$ cat config.mk
export PLATFORM = sky130hd
export DESIGN_NAME = isr_pixel_readout
export DESIGN_NICKNAME = d
export VERILOG_FILES = /design/src/design/isr_pkg.sv /design/src/design/isr_pixel_readout.sv
export VERILOG_INCLUDE_DIRS = /design/src /design/src/design
export SDC_FILE = /design/constraint.sdc
export NUM_CORES = 1
export LEC_CHECK = 0
export ABC_AREA = 1
export BUFFER_PORTS_ARGS = -buffer_cell sky130_fd_sc_hd__buf_2
export CAP_MARGIN = 20
export CORE_MARGIN = 2
export CORE_UTILIZATION = 59
export CTS_CLUSTER_DIAMETER = 80
export CTS_CLUSTER_SIZE = 30
export DETAILED_ROUTE_END_ITERATION = 8
export PLACE_DENSITY_LB_ADDON = 0.2
export SLEW_MARGIN = 40
export SYNTH_ARGS = -nofsm -noshare
export SYNTH_HDL_FRONTEND = slang
export SYNTH_SLANG_ARGS = --single-unit
$ cat constraint.sdc
create_clock -name clk_sys -period 7.75 [get_ports clk_sys]
set_input_delay 0.775 -clock clk_sys [delete_from_list [all_inputs] [get_ports clk_sys]]
set_output_delay 0.775 -clock clk_sys [all_outputs]
set_load 0.02 [all_outputs]
$ cat src/design/isr_pixel_readout_regs.svh
`ifndef ISR_PIXEL_READOUT_REGS_SVH
`define ISR_PIXEL_READOUT_REGS_SVH

// ==========================================================================
// Register offsets
`define ISR_ADDR_CTRL 8'h00
`define ISR_ADDR_WIDTH 8'h04
`define ISR_ADDR_HEIGHT 8'h08
`define ISR_ADDR_HBLANK 8'h0c
`define ISR_ADDR_VBLANK 8'h10
`define ISR_ADDR_EXPOSE 8'h14
`define ISR_ADDR_STATUS 8'h18

// ==========================================================================
// Control word fields
`define ISR_CTRL_SHOW_DARK 0
`define ISR_CTRL_MANUAL_BLACK 1
`define ISR_CTRL_BIN_LO 2
`define ISR_CTRL_BIN_HI 3
`define ISR_CTRL_SNAPSHOT 4
`define ISR_CTRL_BULB 5

// ==========================================================================
// Reset values
`define ISR_DEF_WIDTH 12'ha20
`define ISR_DEF_HEIGHT 12'h798
`define ISR_DEF_HBLANK 12'h1c2
`define ISR_DEF_VBLANK 12'h01a
`define ISR_DEF_EXPOSE 12'h797

// ==========================================================================
// Array geometry
`define ISR_FIRST_COL 12'h010
`define ISR_FIRST_ROW 12'h036
`define ISR_DARK_ROWS 12'h008
`define ISR_DARK_COL_LAST 12'h009
`define ISR_DARK_COL_RIGHT 12'ha3a
`define ISR_ARRAY_COL_LAST 12'habf
`define ISR_DARK_ROW_LAST 12'h031
`define ISR_DARK_ROW_BOTTOM 12'h7d2
`define ISR_ARRAY_ROW_LAST 12'h7d3
`define ISR_IMG_COL_LAST 12'ha2f
`define ISR_IMG_ROW_LAST 12'h7cd

// ==========================================================================
// Serial identifiers and bus answers
`define ISR_ID_SEL_HIGH 8'hba
`define ISR_ID_SEL_LOW 8'h90
`define ISR_RESP_OKAY 2'h0
`define ISR_RESP_SLVERR 2'h2

`endif

$ cat src/design/isr_pkg.sv
`default_nettype none
package isr_pkg;

  typedef enum logic [5:0] {
    ST_IDLE = 6'h01,
    ST_EXPOSE = 6'h02,
    ST_VBLANK = 6'h04,
    ST_DARK = 6'h08,
    ST_ACTIVE = 6'h10,
    ST_STANDBY = 6'h20
  } isr_phase_t;

  typedef enum logic [1:0] {
    COLOR_GREEN_ON_RED_ROW = 2'h0,
    COLOR_RED = 2'h1,
    COLOR_BLUE = 2'h2,
    COLOR_GREEN_ON_BLUE_ROW = 2'h3
  } isr_color_t;

  typedef enum logic [1:0] {
    KIND_DARK = 2'h0,
    KIND_BOUNDARY = 2'h1,
    KIND_IMAGE = 2'h2
  } isr_kind_t;

  typedef struct packed {
    logic show_dark;
    logic manual_black_level_en;
    logic [1:0] row_bin;
    logic snapshot;
    logic bulb;
    logic [11:0] width;
    logic [11:0] height;
    logic [11:0] hblank;
    logic [11:0] vblank;
    logic [11:0] expose;
  } isr_cfg_t;

  typedef struct packed {
    logic awvalid;
    logic [31:0] awaddr;
    logic wvalid;
    logic [31:0] wdata;
    logic [3:0] wstrb;
    logic bready;
    logic arvalid;
    logic [31:0] araddr;
    logic rready;
  } isr_axi_in_t;

  typedef struct packed {
    logic awready;
    logic wready;
    logic bvalid;
    logic [1:0] bresp;
    logic arready;
    logic rvalid;
    logic [31:0] rdata;
    logic [1:0] rresp;
  } isr_axi_out_t;

  typedef struct packed {
    logic pixclk;
    logic [11:0] data;
    logic frame_active;
    logic line_active;
    logic strobe;
  } isr_pix_bus_t;

  typedef struct packed {
    logic read;
    logic [11:0] col;
    logic [11:0] row;
  } isr_array_t;

endpackage
`default_nettype wire

$ cat src/design/isr_pixel_readout.sv
// Summary of operation
// - Reset pin low forces defaults; logic resumes when it returns high.
// - Output-disable high puts pixel clock, data and syncs in high impedance.
// - Standby pin low parks the block idle and quiet until high again.
// - In snapshot mode each trigger yields exactly one frame.
// - In bulb mode trigger release ends exposure instead of a count.
// - Serial identifier is BA hex with select high, 90 hex with low.
// - Pixel word is 12 bits, bit 11 most significant.
// - Frame active high over active rows and their horizontal blanking.
// - Line active high only while active pixels are on the bus.
// - Strobe high exactly while the whole array exposes in snapshot.
// - Array spans 2752 columns by 2004 rows from the upper-right corner.
// - Centred 2592 by 1944 image inside boundary ring and dark border.
// - Dark columns 0-9, 2618-2751; dark rows 0-49, 2002-2003.
// - First row alternates green-red and red; second blue and green-blue.
// - Both green sites are kept as distinct colour channels.
// - Default first output pixel is column 16, row 54.
// - Progressive row order with horizontal then vertical blanking.
// - Dark rows read first when shown or manual black level off.
// - Dark row sampling follows row binning; skipping ignored there.
// - No dark rows read otherwise; frame length unchanged.
// - One word per pixel clock; valid only with both syncs high.
// - Eight dark rows remain after binning for every bin, 0 to 3.
`timescale 1ns/100ps
`default_nettype none
`include "isr_pixel_readout_regs.svh"

module isr_pixel_readout import isr_pkg::*; (
  // System
  input wire logic clk_sys,
  input wire logic rst,
  // Register bus
  input wire isr_axi_in_t axi_in,
  output var isr_axi_out_t axi_out,
  // Device pins
  input wire logic reset_n_in,
  input wire logic out_disable_in,
  input wire logic standby_n_in,
  input wire logic trigger_in,
  input wire logic master_clock_in,
  input wire logic slave_id_select_in,
  // Pixel port
  output var isr_pix_bus_t pix_out,
  output logic pix_oe,
  output logic [1:0] pix_color,
  // Array side
  output var isr_array_t array_out,
  output logic [1:0] array_kind,
  input wire logic [11:0] adc_sample_in,
  // Serial identifier
  output logic [7:0] slave_id
);

  // ========================================================================
  // State
  typedef struct packed {
    isr_phase_t state;
    isr_cfg_t cfg;
    logic rstn_s1;
    logic rstn_s2;
    logic oe_s1;
    logic oe_s2;
    logic stby_s1;
    logic stby_s2;
    logic trig_s1;
    logic trig_s2;
    logic trig_d;
    logic mclk_s1;
    logic mclk_s2;
    logic mclk_d;
    logic sel_s1;
    logic sel_s2;
    logic aw_v;
    logic [7:0] aw_a;
    logic w_v;
    logic [31:0] w_d;
    logic [3:0] w_s;
    logic b_v;
    logic [1:0] b_r;
    logic r_v;
    logic [31:0] r_d;
    logic [1:0] r_r;
    logic [12:0] col;
    logic [11:0] row;
    logic fv0;
    logic lv0;
    logic [1:0] color0;
    isr_array_t arr;
    logic [1:0] kind;
    isr_pix_bus_t pix;
    logic [1:0] color;
    logic out_en;
    logic [7:0] id;
  } isr_regs_t;

  function automatic isr_cfg_t cfg_default();
    isr_cfg_t c;
    c = '0;
    c.width = `ISR_DEF_WIDTH;
    c.height = `ISR_DEF_HEIGHT;
    c.hblank = `ISR_DEF_HBLANK;
    c.vblank = `ISR_DEF_VBLANK;
    c.expose = `ISR_DEF_EXPOSE;
    return c;
  endfunction

  function automatic isr_regs_t reset_value();
    isr_regs_t r;
    r = '0;
    r.state = ST_VBLANK;
    r.cfg = cfg_default();
    r.stby_s1 = 1'b1;
    r.stby_s2 = 1'b1;
    return r;
  endfunction

  localparam isr_regs_t RESET_VALUE = reset_value();

  function automatic logic [31:0] wmerge(input logic [31:0] old, input logic [31:0] wd,
                                         input logic [3:0] strb);
    logic [31:0] r;
    r = old;
    for (int i = 0; i < 4; i++) begin
      if (strb[i]) begin
        r[i*8 +: 8] = wd[i*8 +: 8];
      end
    end
    return r;
  endfunction

  function automatic logic in_range(input logic [11:0] v, input logic [11:0] lo,
                                    input logic [11:0] hi);
    return (v >= lo) && (v <= hi);
  endfunction

  // Dark border first, then the image window, else boundary ring
  function automatic logic [1:0] pixel_kind(input logic [11:0] c, input logic [11:0] r);
    logic [1:0] k;
    k = KIND_BOUNDARY;
    if (c <= `ISR_DARK_COL_LAST || in_range(c, `ISR_DARK_COL_RIGHT, `ISR_ARRAY_COL_LAST) ||
        r <= `ISR_DARK_ROW_LAST || in_range(r, `ISR_DARK_ROW_BOTTOM, `ISR_ARRAY_ROW_LAST)) begin
      k = KIND_DARK;
    end else if (in_range(c, `ISR_FIRST_COL, `ISR_IMG_COL_LAST) &&
                 in_range(r, `ISR_FIRST_ROW, `ISR_IMG_ROW_LAST)) begin
      k = KIND_IMAGE;
    end
    return k;
  endfunction

  isr_regs_t q;
  isr_regs_t nxt_q;
  logic tick;
  logic trig_rise;
  logic trig_fall;
  logic [12:0] line_len;
  logic line_done;
  logic [11:0] vb_idle;
  logic reading;
  logic [31:0] ctrl_word;

  assign tick = q.mclk_s2 & ~q.mclk_d;
  assign trig_rise = q.trig_s2 & ~q.trig_d;
  assign trig_fall = ~q.trig_s2 & q.trig_d;
  assign line_len = {1'b0, q.cfg.width} + {1'b0, q.cfg.hblank};
  assign line_done = tick && (q.col >= 13'(line_len - 13'h1));
  // Dark rows sit inside vertical blanking, so frame length is unchanged
  assign vb_idle = (q.cfg.vblank > `ISR_DARK_ROWS) ? 12'(q.cfg.vblank - `ISR_DARK_ROWS) :
                   12'h001;
  assign ctrl_word = 32'({q.cfg.bulb, q.cfg.snapshot, q.cfg.row_bin,
                          q.cfg.manual_black_level_en, q.cfg.show_dark});

  // ========================================================================
  // Bus handshakes
  always_comb begin
    axi_out.awready = ~q.aw_v & ~q.b_v;
    axi_out.wready = ~q.w_v & ~q.b_v;
    axi_out.bvalid = q.b_v;
    axi_out.bresp = q.b_r;
    axi_out.arready = ~q.r_v;
    axi_out.rvalid = q.r_v;
    axi_out.rdata = q.r_d;
    axi_out.rresp = q.r_r;
  end

  // ========================================================================
  // Next state
  always_comb begin
    logic [31:0] wv;
    wv = '0;
    reading = 1'b0;
    nxt_q = q;
    nxt_q.rstn_s1 = reset_n_in;
    nxt_q.rstn_s2 = q.rstn_s1;
    nxt_q.oe_s1 = out_disable_in;
    nxt_q.oe_s2 = q.oe_s1;
    nxt_q.stby_s1 = standby_n_in;
    nxt_q.stby_s2 = q.stby_s1;
    nxt_q.trig_s1 = trigger_in;
    nxt_q.trig_s2 = q.trig_s1;
    nxt_q.trig_d = q.trig_s2;
    nxt_q.mclk_s1 = master_clock_in;
    nxt_q.mclk_s2 = q.mclk_s1;
    nxt_q.mclk_d = q.mclk_s2;
    nxt_q.sel_s1 = slave_id_select_in;
    nxt_q.sel_s2 = q.sel_s1;
    nxt_q.id = q.sel_s2 ? `ISR_ID_SEL_HIGH : `ISR_ID_SEL_LOW;
    nxt_q.out_en = ~q.oe_s2;
    // Outputs change with the rising pixel clock, stable at its fall
    nxt_q.pix.pixclk = q.mclk_s2;

    // Write path: address and data taken in either order
    if (axi_in.awvalid && axi_out.awready) begin
      nxt_q.aw_v = 1'b1;
      nxt_q.aw_a = axi_in.awaddr[7:0];
    end
    if (axi_in.wvalid && axi_out.wready) begin
      nxt_q.w_v = 1'b1;
      nxt_q.w_d = axi_in.wdata;
      nxt_q.w_s = axi_in.wstrb;
    end
    if (q.aw_v && q.w_v) begin
      nxt_q.aw_v = 1'b0;
      nxt_q.w_v = 1'b0;
      nxt_q.b_v = 1'b1;
      nxt_q.b_r = `ISR_RESP_OKAY;
      unique case (q.aw_a)
        `ISR_ADDR_CTRL: begin
          wv = wmerge(ctrl_word, q.w_d, q.w_s);
          nxt_q.cfg.show_dark = wv[`ISR_CTRL_SHOW_DARK];
          nxt_q.cfg.manual_black_level_en = wv[`ISR_CTRL_MANUAL_BLACK];
          nxt_q.cfg.row_bin = wv[`ISR_CTRL_BIN_HI:`ISR_CTRL_BIN_LO];
          nxt_q.cfg.snapshot = wv[`ISR_CTRL_SNAPSHOT];
          nxt_q.cfg.bulb = wv[`ISR_CTRL_BULB];
        end
        `ISR_ADDR_WIDTH: nxt_q.cfg.width = 12'(wmerge(32'(q.cfg.width), q.w_d, q.w_s));
        `ISR_ADDR_HEIGHT: nxt_q.cfg.height = 12'(wmerge(32'(q.cfg.height), q.w_d, q.w_s));
        `ISR_ADDR_HBLANK: nxt_q.cfg.hblank = 12'(wmerge(32'(q.cfg.hblank), q.w_d, q.w_s));
        `ISR_ADDR_VBLANK: nxt_q.cfg.vblank = 12'(wmerge(32'(q.cfg.vblank), q.w_d, q.w_s));
        `ISR_ADDR_EXPOSE: nxt_q.cfg.expose = 12'(wmerge(32'(q.cfg.expose), q.w_d, q.w_s));
        `ISR_ADDR_STATUS: nxt_q.b_r = `ISR_RESP_OKAY;
        default: nxt_q.b_r = `ISR_RESP_SLVERR;
      endcase
    end
    if (q.b_v && axi_in.bready) begin
      nxt_q.b_v = 1'b0;
    end

    // Read path
    if (axi_in.arvalid && axi_out.arready) begin
      nxt_q.r_v = 1'b1;
      nxt_q.r_r = `ISR_RESP_OKAY;
      unique case (axi_in.araddr[7:0])
        `ISR_ADDR_CTRL: nxt_q.r_d = ctrl_word;
        `ISR_ADDR_WIDTH: nxt_q.r_d = 32'(q.cfg.width);
        `ISR_ADDR_HEIGHT: nxt_q.r_d = 32'(q.cfg.height);
        `ISR_ADDR_HBLANK: nxt_q.r_d = 32'(q.cfg.hblank);
        `ISR_ADDR_VBLANK: nxt_q.r_d = 32'(q.cfg.vblank);
        `ISR_ADDR_EXPOSE: nxt_q.r_d = 32'(q.cfg.expose);
        `ISR_ADDR_STATUS: nxt_q.r_d = 32'({q.id, q.state, q.pix.strobe,
                                           q.pix.line_active, q.pix.frame_active});
        default: begin
          nxt_q.r_d = '0;
          nxt_q.r_r = `ISR_RESP_SLVERR;
        end
      endcase
    end
    if (q.r_v && axi_in.rready) begin
      nxt_q.r_v = 1'b0;
    end

    // Trigger events are one clock long, so they are seen outside the tick
    if (q.state == ST_IDLE && trig_rise) begin
      nxt_q.state = ST_EXPOSE;
      nxt_q.col = '0;
      nxt_q.row = '0;
    end else if (q.state == ST_EXPOSE && q.cfg.bulb && trig_fall) begin
      nxt_q.state = ST_DARK;
      nxt_q.col = '0;
      nxt_q.row = '0;
    end else if (tick) begin
      nxt_q.col = line_done ? 13'h0 : 13'(q.col + 13'h1);
      unique case (q.state)
        ST_IDLE: begin
          if (!q.cfg.snapshot) begin
            nxt_q.state = ST_VBLANK;
            nxt_q.col = '0;
            nxt_q.row = '0;
          end
        end
        ST_EXPOSE: begin
          if (line_done && !q.cfg.bulb) begin
            nxt_q.row = 12'(q.row + 12'h1);
            if (q.row >= 12'(q.cfg.expose - 12'h1)) begin
              nxt_q.state = ST_DARK;
              nxt_q.row = '0;
            end
          end
        end
        ST_VBLANK: begin
          if (q.cfg.snapshot) begin
            nxt_q.state = ST_IDLE;
          end else if (line_done) begin
            nxt_q.row = 12'(q.row + 12'h1);
            if (q.row >= 12'(vb_idle - 12'h1)) begin
              nxt_q.state = ST_DARK;
              nxt_q.row = '0;
            end
          end
        end
        ST_DARK: begin
          if (line_done) begin
            nxt_q.row = 12'(q.row + 12'h1);
            if (q.row == 12'(`ISR_DARK_ROWS - 12'h1)) begin
              nxt_q.state = ST_ACTIVE;
              nxt_q.row = '0;
            end
          end
        end
        ST_ACTIVE: begin
          if (line_done) begin
            nxt_q.row = 12'(q.row + 12'h1);
            if (q.row >= 12'(q.cfg.height - 12'h1)) begin
              nxt_q.state = q.cfg.snapshot ? ST_IDLE : ST_VBLANK;
              nxt_q.row = '0;
            end
          end
        end
        ST_STANDBY: begin
          nxt_q.state = q.cfg.snapshot ? ST_IDLE : ST_VBLANK;
          nxt_q.col = '0;
          nxt_q.row = '0;
        end
        default: nxt_q.state = ST_VBLANK;
      endcase
    end

    if (!q.stby_s2) begin
      nxt_q.state = ST_STANDBY;
      nxt_q.col = '0;
      nxt_q.row = '0;
    end

    // Position stage: address the array and work out the syncs
    if (tick) begin
      reading = nxt_q.col < {1'b0, q.cfg.width} &&
                (nxt_q.state == ST_ACTIVE || (nxt_q.state == ST_DARK &&
                 (q.cfg.show_dark || !q.cfg.manual_black_level_en)));
      nxt_q.fv0 = nxt_q.state == ST_ACTIVE || (nxt_q.state == ST_DARK && q.cfg.show_dark);
      nxt_q.lv0 = nxt_q.fv0 && nxt_q.col < {1'b0, q.cfg.width};
      // Greens on red rows and blue rows stay separate channels
      nxt_q.color0 = {nxt_q.row[0], nxt_q.col[0]};
      nxt_q.arr.read = reading;
      nxt_q.arr.col = 12'(`ISR_FIRST_COL + nxt_q.col[11:0]);
      nxt_q.arr.row = '0;
      if (nxt_q.state == ST_ACTIVE) begin
        nxt_q.arr.row = 12'(`ISR_FIRST_ROW + nxt_q.row);
      end else if (nxt_q.state == ST_DARK) begin
        // Skipping has no say here; binning widens the sampled stripe
        nxt_q.arr.row = 12'(nxt_q.row * ({10'h0, q.cfg.row_bin} + 12'h1));
      end
      nxt_q.kind = pixel_kind(nxt_q.arr.col, nxt_q.arr.row);
      // Output stage: array answers within the pixel, so data lag one pixel
      nxt_q.pix.frame_active = q.fv0;
      nxt_q.pix.line_active = q.lv0;
      nxt_q.color = q.color0;
      nxt_q.pix.data = (q.fv0 && q.lv0) ? adc_sample_in : 12'h000;
    end
    nxt_q.pix.strobe = nxt_q.state == ST_EXPOSE;

    if (!q.rstn_s2) begin
      nxt_q.cfg = cfg_default();
      nxt_q.state = ST_VBLANK;
      nxt_q.col = '0;
      nxt_q.row = '0;
      nxt_q.fv0 = 1'b0;
      nxt_q.lv0 = 1'b0;
      nxt_q.arr = '0;
      nxt_q.pix.frame_active = 1'b0;
      nxt_q.pix.line_active = 1'b0;
      nxt_q.pix.strobe = 1'b0;
      nxt_q.pix.data = '0;
    end
  end

  always_ff @(posedge clk_sys) begin
    if (rst) begin
      q <= RESET_VALUE;
    end else begin
      q <= nxt_q;
    end
  end

  // ========================================================================
  // Outputs
  assign pix_out = q.pix;
  assign pix_oe = q.out_en;
  assign pix_color = q.color;
  assign array_out = q.arr;
  assign array_kind = q.kind;
  assign slave_id = q.id;
endmodule // isr_pixel_readout
`default_nettype wire

---- Yosys cells after proc, flatten, opt, wreduce, memory -nomap -nowiden ----
Cells that the tools add are included.
W data, S select, Z words.
cells by class
  order comparisons ....................... 16
  mux-type cells .......................... 44
  reduce and logical (&&, ||, !) cells .... 48
  equality and inequality tests ........... 22
  $add $sub $neg .......................... 11
  bitwise logic cells ..................... 14
  multiply operators ...................... 1
operators by type and width
  operator                 count
  $mux W12                 14
  $mux W25                 5
  $pmux W17 S7             1
  $mux W6                  15
  $pmux W12 S6             1
  $eq A8 B5 Y1 const B     6
  $ge A12 B12 Y1           3
  $pmux W6 S6              1
  $sub A12 B1 Y12 const B  3
  $reduce_and A3 Y1        11
  $eq A8 B4 Y1 const B     4
  $pmux W13 S2             1
  $le A12 B11 Y1 const B   2
  $le A12 B12 Y1 const B   2
  $logic_and A1 B1 Y1      21
  $eq A8 B3 Y1 const B     2
  $logic_not A8 Y1         2
  $reduce_or A7 Y1         2
  $add A12 B12 Y13         1
  $add A13 B1 Y13 const B  1
  $ge A13 B13 Y1           1
  $lt A13 B12 Y1           1
  $mux W13                 1
  $sub A13 B1 Y13 const B  1
  27 further kinds         54
word-level totals
  input port bits ......................... 125
  flip-flop bits (word level) ............. 230
  logic and storage cells ................. 212
  output and inout bits ................... 95

---- Depth between registers and ports, before layout ----
Gate-level depths: netlist of the first run.
  word-level depth ........................ 21
  depth in mapped cells ................... 63
  depth with buffers taken out ............ 62

---- Worst setup path before layout of the first run ----
Ideal clock, no wire load.
  path kind ............................... reg-to-reg
  from .................................... reg q[232] in the netlist's numbering
  to ...................................... reg q (netlist bit array_kind[1])
  buffers on the path ..................... 2
  setup slack ............................. 811 ps
  stages on the path, launching flop included .. 56
  data arrival time ....................... 6810 ps
  library setup time ...................... 129 ps
  period minus slack after synthesis ...... 6939 ps
  cells stage by stage .................... dfxtp_1 inv_1 ha_1 inv_1 ha_1 a21oi_1 nand2_1 a21oi_1 o21ai_0 a21o_1 a21oi_1 nor2_1 o21ai_0 nand2_1 a21oi_1 nor2_1 nor2_1 xor2_1 (+20 left out) fa_1 nand2_1 nand2_1 a21o_1 a21oi_1 o21bai_1 nand2_1 nand2_1 a21o_1 or2_2 nand3_1 nand2_2 inv_2 nand3_1 nand3_1 nor2_1 nor2_1 nor2_1
on the way
  word-level cells in the longest chain between the ends .. 20
  elaborated cells on any way between the ends .. 56
  classes of those cells .................. add/sub (4); mul (1); order compare (11); eq/ne (2); mux (28); reduce/logical (10)
RTL lines
  element                                                 RTL line                  RTL
  start, declared                                         isr_pixel_readout.sv:150  isr_regs_t q;
  start signal, assigned                                  isr_pixel_readout.sv:389  q <= nxt_q;
  $add A12 B12 Y13 *                                      isr_pixel_readout.sv:164  assign line_len = {1'b0, q.cfg.width} + {1'b0, q.cfg.hblank};
  $sub A13 B1 Y13 *                                       isr_pixel_readout.sv:165  assign line_done = tick && (q.col >= 13'(line_len - 13'h1));
  $ge A13 B13 Y1 *                                        isr_pixel_readout.sv:165
  $logic_and A1 B1 Y1 *                                   isr_pixel_readout.sv:165
  $mux W12, or another cell as far along                  isr_pixel_readout.sv:302  end else if (line_done) begin
  $mux W12, or another cell as far along                  isr_pixel_readout.sv:300  if (q.cfg.snapshot) begin
  $pmux W12 S6 / $pmux W6 S6 (equally long branches)      isr_pixel_readout.sv:282  unique case (q.state)
  $mux W25 / $mux W6 (equally long branches)              isr_pixel_readout.sv:280  end else if (tick) begin
  (+4 left out)                                           n/a
  $mux W12                                                isr_pixel_readout.sv:357  end else if (nxt_q.state == ST_DARK) begin
  $mux W12                                                isr_pixel_readout.sv:355  if (nxt_q.state == ST_ACTIVE) begin
  $mux W12                                                isr_pixel_readout.sv:344  if (tick) begin
  $ge A12 B6 Y1 / $le A12 B11 Y1 (equally long branches)  isr_pixel_readout.sv:133  return (v >= lo) && (v <= hi);
  $logic_and A1 B1 Y1                                     isr_pixel_readout.sv:133
  $logic_and A1 B1 Y1                                     isr_pixel_readout.sv:143  end else if (in_range(c, `ISR_FIRST_COL, `ISR_IMG_COL_LAST) &&
  $mux W2                                                 isr_pixel_readout.sv:143
  $mux W2 *                                               isr_pixel_readout.sv:140  if (c <= `ISR_DARK_COL_LAST || in_range(c, `ISR_DARK_COL_RIGHT, `ISR_ARRAY_COL_LAST) ||
Every way passes the cells marked *; elsewhere a longest branch is shown, timed or not. The select of a mux whose other input is x is not followed.
A chain may end at the register's enable or synchronous reset.

---- Worst setup path in the final report of the first run ----
  from .................................... reg q[231] in the netlist's numbering
  to ...................................... reg q (netlist bit array_kind[1])
The elaborated chain is that of the path after synthesis.

==> results of run 1 <==
[critical path: cells and delay by family (launching register included)]
| family | cells | cell delay (ps) |
|---|---|---|
| AOI/OAI and AO/OA | 14 | 2010 |
| xor gates and xnor gates | 1 | 160 |
| DFF | 1 | 340 |
| adders and majority gates | 6 | 1860 |
| buffers and inverters | 5 | 270 |
| and+or+nand+nor | 27 | 2470 |
[placed cells by master, fill, tap and decap left out, types with 32 or more instances in the layout]
cell type and n:
nand3_1 122, nand4_1 35, nor2_1 234, xor2_1 45, buf_2 128, buf_4 52, nand2_1 433, dfxtp_1 200
a21oi_1 126, inv_1 286, o211ai_1 32, o21ai_0 124, ha_1 99
[layer usage]
layer,GRT usage [%],up-vias,part of all wire (%)
met5,0,-,0
met4,11.2,0,3.5
met3,4.61,98,6.8
met2,50.9,501,46
met1,41.6,6748,43
li1,-,7156,-
[power breakdown]
group	total (uW)	internal [uW]	leakage (uW)	switching (uW)
logic	207	61.8	0.00592	145
clock network	849	391	0.000247	458
registers	1090	1070	0.00166	20.9
total	2150	1520	0.00783	624
[metrics by stage]
| stage | power, uW | util (%) | hold WS (ps) | setup slack [ps] |
|---|---|---|---|---|
| global route | 2210 | 64.8 | 412 | -82.3 |
| global placement | 1310 | 61.1 | 375 | 156 |
| CTS | 2150 | 63.3 | 396 | 11.8 |
| floorplan | 1260 | - | 368 | 811 |
| detailed placement | 1310 | 61.1 | 375 | 99.6 |
| finish | 2150 | 64.8 | 395 | 513 |
[registers in the layout, indices dropped and copies added, names as in the netlist]
name,count
array_out,25
slave_id,2
pix_color,2
nxt_q,8
pix_oe,1
pix_out,16
q,124
axi_out,18
ctrl_word,6
array_kind,2
[how the worst max path moves through the flow]
stage | end | slack (ps) | cells past startpoint
finish | array_kind[1]$_SDFFE_PP0P_ | 510 | 53
detailed placement | array_kind[1]$_SDFFE_PP0P_ | 100 | 59
CTS | array_kind[1]$_SDFFE_PP0P_ | 10 | 59
floorplan | array_kind[1]$_SDFFE_PP0P_ | 810 | 55
global route | array_kind[1]$_SDFFE_PP0P_ | -80 | 60
global placement | array_kind[1]$_SDFFE_PP0P_ | 160 | 53
[area by class of cell]
class | instances | share of cell area, %
clock inverter | 8 | 0.882
inverter | 324 | 7.57
multi-input combinational | 1538 | 54.8
clock buffer | 15 | 2.32
timing repair buffer | 183 | 6.61
tap | 330 | 2.55
sequential | 204 | 25.3
[cells by family (layout without fill, tap and decap cells)]
logic type | count (synthesis) | count (layout) | synth area share (%)
other | 1 | 21 | 0.0252
buffers and inverters | 481 | 530 | 15.0
adders and majority gates | 116 | 116 | 10.3
and+or+nand+nor | 960 | 960 | 29.0
DFF | 204 | 204 | 27.5
xor gates and xnor gates | 57 | 57 | 3.41
AOI/OAI and AO/OA | 384 | 384 | 14.8
[timing repair]
action / in CTS / in global routing
pin swaps: 0 / 25
setup endpoints to repair: 2 / 6
buffers inserted: 1 / 19
resized for setup: 3 / 61
==> impl_metrics.csv, run 1 <==
group,metric,value,unit
floorplanning,coreArea,25000,um^2
floorplanning,num_rows,58,
placement,io_buffer_count,128,
drt,routedWlPerCell,16.1,um
clocking,cts_htree_levels,1,
drt,routed_via_density,5.57,
timing,tns,0,ps
finish,fin_nets,2506,
synth,synth_seq_area_share,27.5,%
finish,drive_above_1_share,16.2,%
clocking,cts-root-buf,"clkbuf_16",
timing,fmax,138,MHz
pwr,vdd_ir_drop_max,0.198,mV
setup_path,r2r-end,"array_kind[1]$_SDFFE_PP0P_",
synth,yosys_warnings,0,
synth,yosys.cell_count.top_type,"nand2_1",
setup_path,critPathKind,"reg -> reg",
clocking,clock-sinks,204,
finish,multi_input_area,8860,um^2
drt,first_iter_violations,1278,
setup_path,crit_slowest_cell,"fa_1",
finish,fin_area,16200,um^2
timing,setup_violations,0,
synth,synthesis.instances,2203,
setup_path,rr_worst_depth,53,
timing,finalHoldViolations,0,
setup_path,cpPeakStageDelay,550,ps
floorplanning,die_w,163,um
finish,areaGrowthSynthToFinish,8.89,%
setup_path,crit_arrival,7610,ps
clocking,clock_latency,510,ps
flow_run,maxCapViolCount,0,
synth,synth_top_area_cell,"dfxtp_1",
grt,grt_pass1_wl,66.3,mm
finish,antenna_cells,0,
pwr,power_leakage,0.00783,uW
worst_hold_path,holdPathStages,1,
clocking,postCtsHoldBufs,0,
placement,dpl-instance-area,15300,um^2
drt,first_pass_iters,5,
worst_hold_path,hold_path_end,"pix_oe$_SDFF_PP0_",
floorplanning,io_pins,220,
placement,dp.cells,2559,
setup_path,cp_common_cell,"nand2_1",
drt,vias,14503,
setup_path,required,8120,ps
finish,fillers,2275,
clocking,cts_tree,"done",
drt,drt_wl_total,42.0,mm
floorplanning,initial_utilization,59.5,%
drt,drc_errors,0,
synth,synth_ff_type,"dfxtp_1",
synth,synth_top_area_share,27.5,%
floorplanning,die_height,163,um
outcome,status,"finished, final reports clean",
clocking,cts.path.max_buffers,3,
synth,ys_ff_latch,204,
timing,skew,24.7,ps
timing,layout_min_cycle_time,7240,ps
synth,synthTopCellsByCount,"nand2_1 (439), inv_1 (294), nor2_1 (240)",
timing,fin_crit_sh,93.4,%
setup_path,startpoint,"q[231]$_SDFFE_PP0P_",
grt,grt_max_degree,78,
clocking,numCtsBuffers,14,
setup_path,ff2ff_setup_slack,510,ps
synth,async_flop_share,0,%
floorplanning,dieArea,26500,um^2
setup_path,crit_path_end_kind,"flop",
grt,overflow,0,
finish,regArea,4090,um^2
placement,gp_congestion,0.965,
placement,dp_hpwl,31.4,mm
setup_path,r2r_start,"q[231]$_SDFFE_PP0P_",
synth,synth_area,14900,um^2
synth,syn_avg_cell_area,6.74,um^2
grt,gr-usage-all-layers,31.0,%
finish,instances_no_fill,2602,
timing,timing.final.max_slew_violations,0,
synth,synth_area_leaders,"dfxtp_1 (27%), nand2_1 (11%), ha_1 (8.8%)",
grt,grt_pass1_vias,13087,
setup_path,start_kind,"flop",
grt,antenna_found_initial,0,
synth,synth_edf_count,0,
drt,drtAntennaViolNets,0,
timing,tightestPinTransition,804,ps
setup_path,crit_fanout,6,
timing,slew_headroom,46.2,%
worst_hold_path,min_from,"q[177]$_SDFF_PP0_",
clocking,clkTransAtPathRegs,110,ps
synth,ys_types,62,
pwr,pwr_density_cell,133,nW/um^2
worst_hold_path,hold_path.class,"reg -> reg",
(Power assumes the default switching activity.)
==> inputs of run 2 (changes only) <==
ABC_AREA = unset   (was 1)
CORE_UTILIZATION = 58   (was 59)
==> impl_metrics.csv, run 2 <==
group,metric,value,unit
grt,gr-usage-all-layers,31.3,%
pwr,power_leakage,0.00756,uW
finish,largest_reg_flops,124,
timing,grt_setup_unrepaired,"yes",
setup_path,r2r_start,"q[206]$_SDFFE_PP1P_",
synth,ys_types,97,
setup_path,start_kind,"flop",
grt,grt_pass1_wl,65.9,mm
timing,setup_violations,3,
grt,met3_usage,2.95,%
clocking,cts.path.max_buffers,3,
clocking,clkTransAtPathRegs,110,ps
floorplanning,dieArea,26000,um^2
placement,io_buffer_count,128,
floorplanning,initial_utilization,59.1,%
timing,tightestPinTransition,910,ps
setup_path,rr_worst_depth,43,
worst_hold_path,holdPathStages,1,
drt,routedWlPerCell,18.5,um
clocking,cts_htree_levels,1,
drt,drc_errors,0,
drt,drt_wl_total,42.1,mm
synth,synth_edf_count,0,
pwr,switching_share,26.8,%
floorplanning,die_height,161,um
synth,async_flop_share,0,%
clocking,postCtsHoldBufs,0,
grt,antenna_found_initial,0,
grt,grt_pass1_vias,12703,
finish,areaGrowthSynthToFinish,15.9,%
finish,multi_input_area,9350,um^2
timing,timing.final.max_slew_violations,0,
finish,largest-register,"q",
timing,skew,37.7,ps
finish,regArea,4090,um^2
timing,holdWs,400,ps
synth,syn_avg_cell_area,8.00,um^2
clocking,clock-sinks,204,
finish,antenna_cells,0,
pwr,p_switching,546,uW
finish,fillers,1957,
finish,final_common_cell,"dfxtp_1",
finish,final_cell_mix,"dfxtp_1 (199), nand2_1 (198), nor2_1 (194)",
setup_path,crit_arrival,8600,ps
setup_path,cp_common_cell,"a21oi_2",
grt,overflow,0,
grt,grt_busiest_layer,"met2",
setup_path,required,8160,ps
setup_path,r2r-end,"array_kind[0]$_SDFFE_PP0P_",
synth,yosys.cell_count.top_type,"dfxtp_1",
drt,routed_via_density,5.91,
grt,grt_use_met1,41.0,%
pwr,internal_power,1490,uW
pwr,clkPwrFrac,40.6,%
outcome,status,"finished, violations left",
floorplanning,io_pins,220,
synth,synth_area_leaders,"dfxtp_1 (28%), ha_1 (9.1%), mux2i_1 (5.4%)",
setup_path,ff2ff_setup_slack,-440,ps
drt,first_iter_violations,1129,
timing,finalHoldViolations,0,
finish,drive_above_1_share,22.0,%
setup_path,cpPeakStageDelay,510,ps
finish,fin_nets,2185,
synth,synth_ff_type,"dfxtp_1",
drt,first_pass_iters,5,
worst_hold_path,hold_path.class,"reg -> reg",
clocking,numCtsBuffers,14,
worst_hold_path,hold_path_end,"pix_oe$_SDFF_PP0_",
synth,ys_ff_latch,204,
synth,synth_top_area_share,28.4,%
pwr,pwr-share-comb,6.3,%
grt,grt_use_met2,53.0,%
floorplanning,num_rows,57,
timing,layout_setup_ws,-445,ps
setup_path,critPathKind,"reg -> reg",
floorplanning,die_w,161,um
synth,synth_top_area_cell,"dfxtp_1",
timing,fmax,122,MHz
synth,synth_area,14400,um^2
pwr,seq_power_share,53.1,%
synth,synth_seq_area_share,28.4,%
setup_path,crit_fanout,4,
timing,layout_min_cycle_time,8190,ps
drt,drtAntennaViolNets,0,
clocking,cts_tree,"done",
floorplanning,coreArea,24300,um^2
setup_path,crit_path_end_kind,"flop",
synth,synthesis.instances,1795,
synth,synthTopCellsByCount,"dfxtp_1 (204), nand2_1 (201), nor2_1 (198)",
drt,vias,13445,
placement,dp_hpwl,31.1,mm
clocking,clock_latency,500,ps
placement,gp_congestion,0.997,
clocking,cts-root-buf,"clkbuf_16",
outcome,violations,"negative setup slack",
grt,grt_max_degree,66,
setup_path,crit_slowest_cell,"fa_1",
timing,fin_crit_sh,106,%
worst_hold_path,min_from,"q[177]$_SDFF_PP0_",
pwr,vdd_ir_drop_max,0.167,mV
synth,yosys_warnings,0,
timing,tns,-757,ps
flow_run,maxCapViolCount,0,
timing,slew_headroom,39.2,%
pwr,pwr_density_cell,122,nW/um^2
-- run 2: cell types whose count changed after synthesis, sizes merged, moves of 56 or more --
cell,previous run,this run
mux2i,0,78
nor2,256,200
inv,317,115
nand2,469,201
nand3,139,35
o21ai,141,52
-- run 2: power groups by stage --
| stage | Clock [uW] | Combinational [uW] | Sequential [uW] |
|---|---|---|---|
| floorplan | 0 | 99.6 | 1100 |
| global placement | 0 | 121 | 1110 |
| detailed placement | 0 | 124 | 1110 |
| CTS | 836 | 126 | 1080 |
| global route | 874 | 141 | 1080 |
| finish | 827 | 129 | 1080 |
-- run 2: critical path: cells and delay by family (launching register included) --
kind,cells,cell delay (ps)
adder cells (fa/ha/maj),6,1870
AND/OR/NAND/NOR,9,1970
AO/OA/AOI/OAI,21,3190
buffers and inverters,5,520
flip-flops,1,350
XOR/XNOR,2,230
-- run 2: logic make-up after synthesis --
group                    synth area share (%)
AO/OA/AOI/OAI                            17.5
adder cells (fa/ha/maj)                  10.7
XOR/XNOR                                 4.30
other                                  0.0261
buffers and inverters                    10.5
multiplexers                             6.45
AND/OR/NAND/NOR                          22.1
flip-flops                               28.4
-- run 2: final cells by class --
type / count / area share (%)
clock buffer: 16 / 2.28
clock inverter: 6 / 0.774
inverter: 116 / 2.63
multi-input combinational: 1321 / 56.2
sequential: 204 / 24.6
tap: 324 / 2.43
timing repair buffer: 287 / 11.2
-- run 2: worst max path at each step --
stage,startpoint,to,slack [ps],cells after the start
after detailed placement,q[231]$_SDFFE_PP0P_,array_kind[0]$_SDFFE_PP0P_,-660,45
after floorplan,q[230]$_SDFFE_PP0P_,array_kind[0]$_SDFFE_PP0P_,8,43
after global placement,q[230]$_SDFFE_PP0P_,array_kind[0]$_SDFFE_PP0P_,-480,44
after CTS,q[207]$_SDFFE_PP0P_,array_kind[0]$_SDFFE_PP0P_,-290,43
after global routing,q[206]$_SDFFE_PP1P_,array_kind[0]$_SDFFE_PP0P_,-710,43
final,q[206]$_SDFFE_PP1P_,array_kind[0]$_SDFFE_PP0P_,-440,43
-- run 2: per-stage QoR --
stage          cell area (um^2)  worst slack [ps]  power (uW)  cells  util (%)
4_1_cts                   16500              -291        2040   2270      67.7
2_1_floorplan             14500              8.10        1200   1815         -
5_1_grt                   16700              -713        2100   2274      68.5
6_report                  16700              -445        2040   2274      68.5
3_3_place_gp              15500              -476        1230   2223      63.6
3_5_place_dp              15500              -662        1230   2224      63.7
-- run 2: repair_timing --
item / in CTS / in global routing
setup buffers: 24 / 4
resized for setup: 59 / 33
pin swaps: 59 / 65
endpoints found under the setup margin: 5 / 7
endpoints found under the hold margin: 0 / 0
-- run 2: metal layers --
layer,up-vias,part of all wire [%]
met2,522,47
met4,0,4.4
met3,113,5.6
met5,-,0
met1,6317,43
li1,6493,-
==> inputs of run 3 (changes only) <==
--- a/config.mk
+++ b/config.mk
@@ -16,2 +16,3 @@
 export PLACE_DENSITY_LB_ADDON = 0.2
+export SETUP_SLACK_MARGIN = 0.2
 export SLEW_MARGIN = 40
--- a/constraint.sdc
+++ b/constraint.sdc
@@ -3,2 +3,2 @@
 set_output_delay 0.775 -clock clk_sys [all_outputs]
-set_load 0.02 [all_outputs]
+set_load 0.005 [all_outputs]
==> impl_metrics.csv, run 3 (same netlist as run 2, synthesis figures left out) <==
group,metric,value,unit
finish,fin_nets,2190,
setup_path,cpPeakStageDelay,460,ps
setup_path,crit_arrival,8540,ps
clocking,clkTransAtPathRegs,110,ps
setup_path,crit_slowest_cell,"or4_4",
floorplanning,coreArea,24300,um^2
floorplanning,initial_utilization,59.1,%
drt,drtAntennaViolNets,0,
timing,fin_crit_sh,105,%
setup_path,start_kind,"flop",
clocking,numCtsBuffers,14,
drt,drt_wl_total,43.0,mm
timing,setup_violations,3,
finish,final_util,69.6,%
clocking,clock-sinks,204,
finish,largest_reg_flops,124,
pwr,pwr_density_cell,121,nW/um^2
timing,tns,-790,ps
floorplanning,io_pins,220,
clocking,cts.path.max_buffers,3,
drt,first_pass_iters,5,
grt,overflow,0,
clocking,clock_latency,510,ps
pwr,seq_power_share,52.7,%
timing,layout_setup_ws,-394,ps
placement,dp_hpwl,31.8,mm
placement,dp.cells,2218,
finish,instances_no_fill,2280,
grt,grt_pass1_vias,13072,
timing,timing.final.max_slew_violations,0,
placement,gp_congestion,0.964,
finish,drive_above_1_share,23.9,%
drt,drc_errors,0,
timing,finalHoldViolations,0,
finish,final_cell_mix,"dfxtp_1 (197), nand2_1 (196), nor2_1 (188)",
setup_path,worst-path-buf-inv,8,
grt,antenna_found_initial,0,
clocking,cts-root-buf,"clkbuf_16",
outcome,status,"finished, violations left",
pwr,vdd_ir_drop_max,0.201,mV
clocking,cts_tree,"done",
timing,skew,25.1,ps
finish,largest-register,"q",
timing,tightestPinTransition,953,ps
timing,grt_setup_unrepaired,"yes",
setup_path,required,8140,ps
finish,antenna_cells,0,
pwr,internal_power,1500,uW
placement,pre_cts_slack,-706,ps
floorplanning,die_height,161,um
placement,io_buffer_count,128,
drt,first_iter_violations,1075,
floorplanning,die_w,161,um
clocking,postCtsHoldBufs,0,
flow_run,maxCapViolCount,0,
floorplanning,num_rows,57,
setup_path,cp_common_cell,"a21oi_2",
finish,final_common_cell,"dfxtp_1",
pwr,power_leakage,0.00766,uW
grt,grt_pass1_wl,68.6,mm
pwr,pwr-share-comb,5.8,%
grt,gr-usage-all-layers,32.5,%
worst_hold_path,hold_path.class,"reg -> reg",
clocking,cts_htree_levels,1,
drt,vias,13575,
timing,slew_headroom,34.8,%
drt,routed_via_density,5.95,
grt,grt_max_degree,59,
pwr,clkPwrFrac,41.5,%
setup_path,crit_family,"compound AO/OA/AOI/OAI gates",
setup_path,crit_path_end_kind,"flop",
setup_path,critPathKind,"reg -> reg",
finish,areaGrowthSynthToFinish,17.7,%
timing,layout_min_cycle_time,8140,ps
drt,routedWlPerCell,18.9,um
setup_path,crit_fanout,4,
pwr,p_switching,556,uW
pwr,switching_share,27.1,%
timing,fmax,123,MHz
outcome,violations,"negative setup slack",
floorplanning,dieArea,26000,um^2
## run 3: cell count changes in the layout (fill, tap and decap cells not counted), moves of 4 or more
cell | previous run | this run
buf_6 | 4 | 8
ha_1 | 98 | 94
ha_4 | 6 | 10
inv_1 | 109 | 103
inv_2 | 5 | 11
nor2_1 | 194 | 188
nor2_2 | 3 | 7
## run 3: path summary, 6_finish.rpt
check,startpoint,to,slack (ps),cells past startpoint
setup / recovery,q[206]$_SDFFE_PP1P_,array_kind[1]$_SDFFE_PP0P_,-390,45
hold / removal,q[177]$_SDFF_PP0_,pix_oe$_SDFF_PP0_,390,1
hold reg to reg,q[177]$_SDFF_PP0_,pix_oe$_SDFF_PP0_,390,1
setup reg to reg,q[206]$_SDFFE_PP1P_,array_kind[1]$_SDFFE_PP0P_,-390,45
## run 3: per-stage QoR
stage                     power (uW)  hold WS (ps)  instance area [um^2]
after floorplan                 1180           368                 14500
after global placement          1220           370                 15400
after detailed placement        1220           378                 15400
after CTS                       2060           393                 16500
after global routing            2110           400                 16900
final                           2050           389                 16900
## run 3: power by group through the flow
stage / combinational [uW] / sequential, uW / clock (uW)
after floorplan: 87.0 / 1100 / 0
after global placement: 110 / 1110 / 0
after detailed placement: 113 / 1110 / 0
after CTS: 116 / 1080 / 859
after global routing: 132 / 1080 / 899
final: 119 / 1080 / 851
## run 3: final cells by class
class | instances | area (um^2)
Multi-Input combinational cell | 1321 | 9540
Fill cell | 1999 | 7400
Sequential cell | 204 | 4090
Timing Repair Buffer | 292 | 1920
Inverter | 116 | 438
Tap cell | 324 | 405
Clock buffer | 15 | 375
Clock inverter | 8 | 138
## run 3: routing by layer
metal	vias to the layer above	routed length, um	track usage (%)
met5	-	0	0
met4	0	1790	13.2
met3	110	2460	3.49
met2	519	20500	55.8
met1	6468	18300	41.9
li1	6478	-	-
## run 3: timing repair
item	in CTS	in global routing
setup buffers	26	12
hold endpoints to repair	0	0
pin swaps	49	53
resized for setup	77	55
setup endpoints to repair	6	7
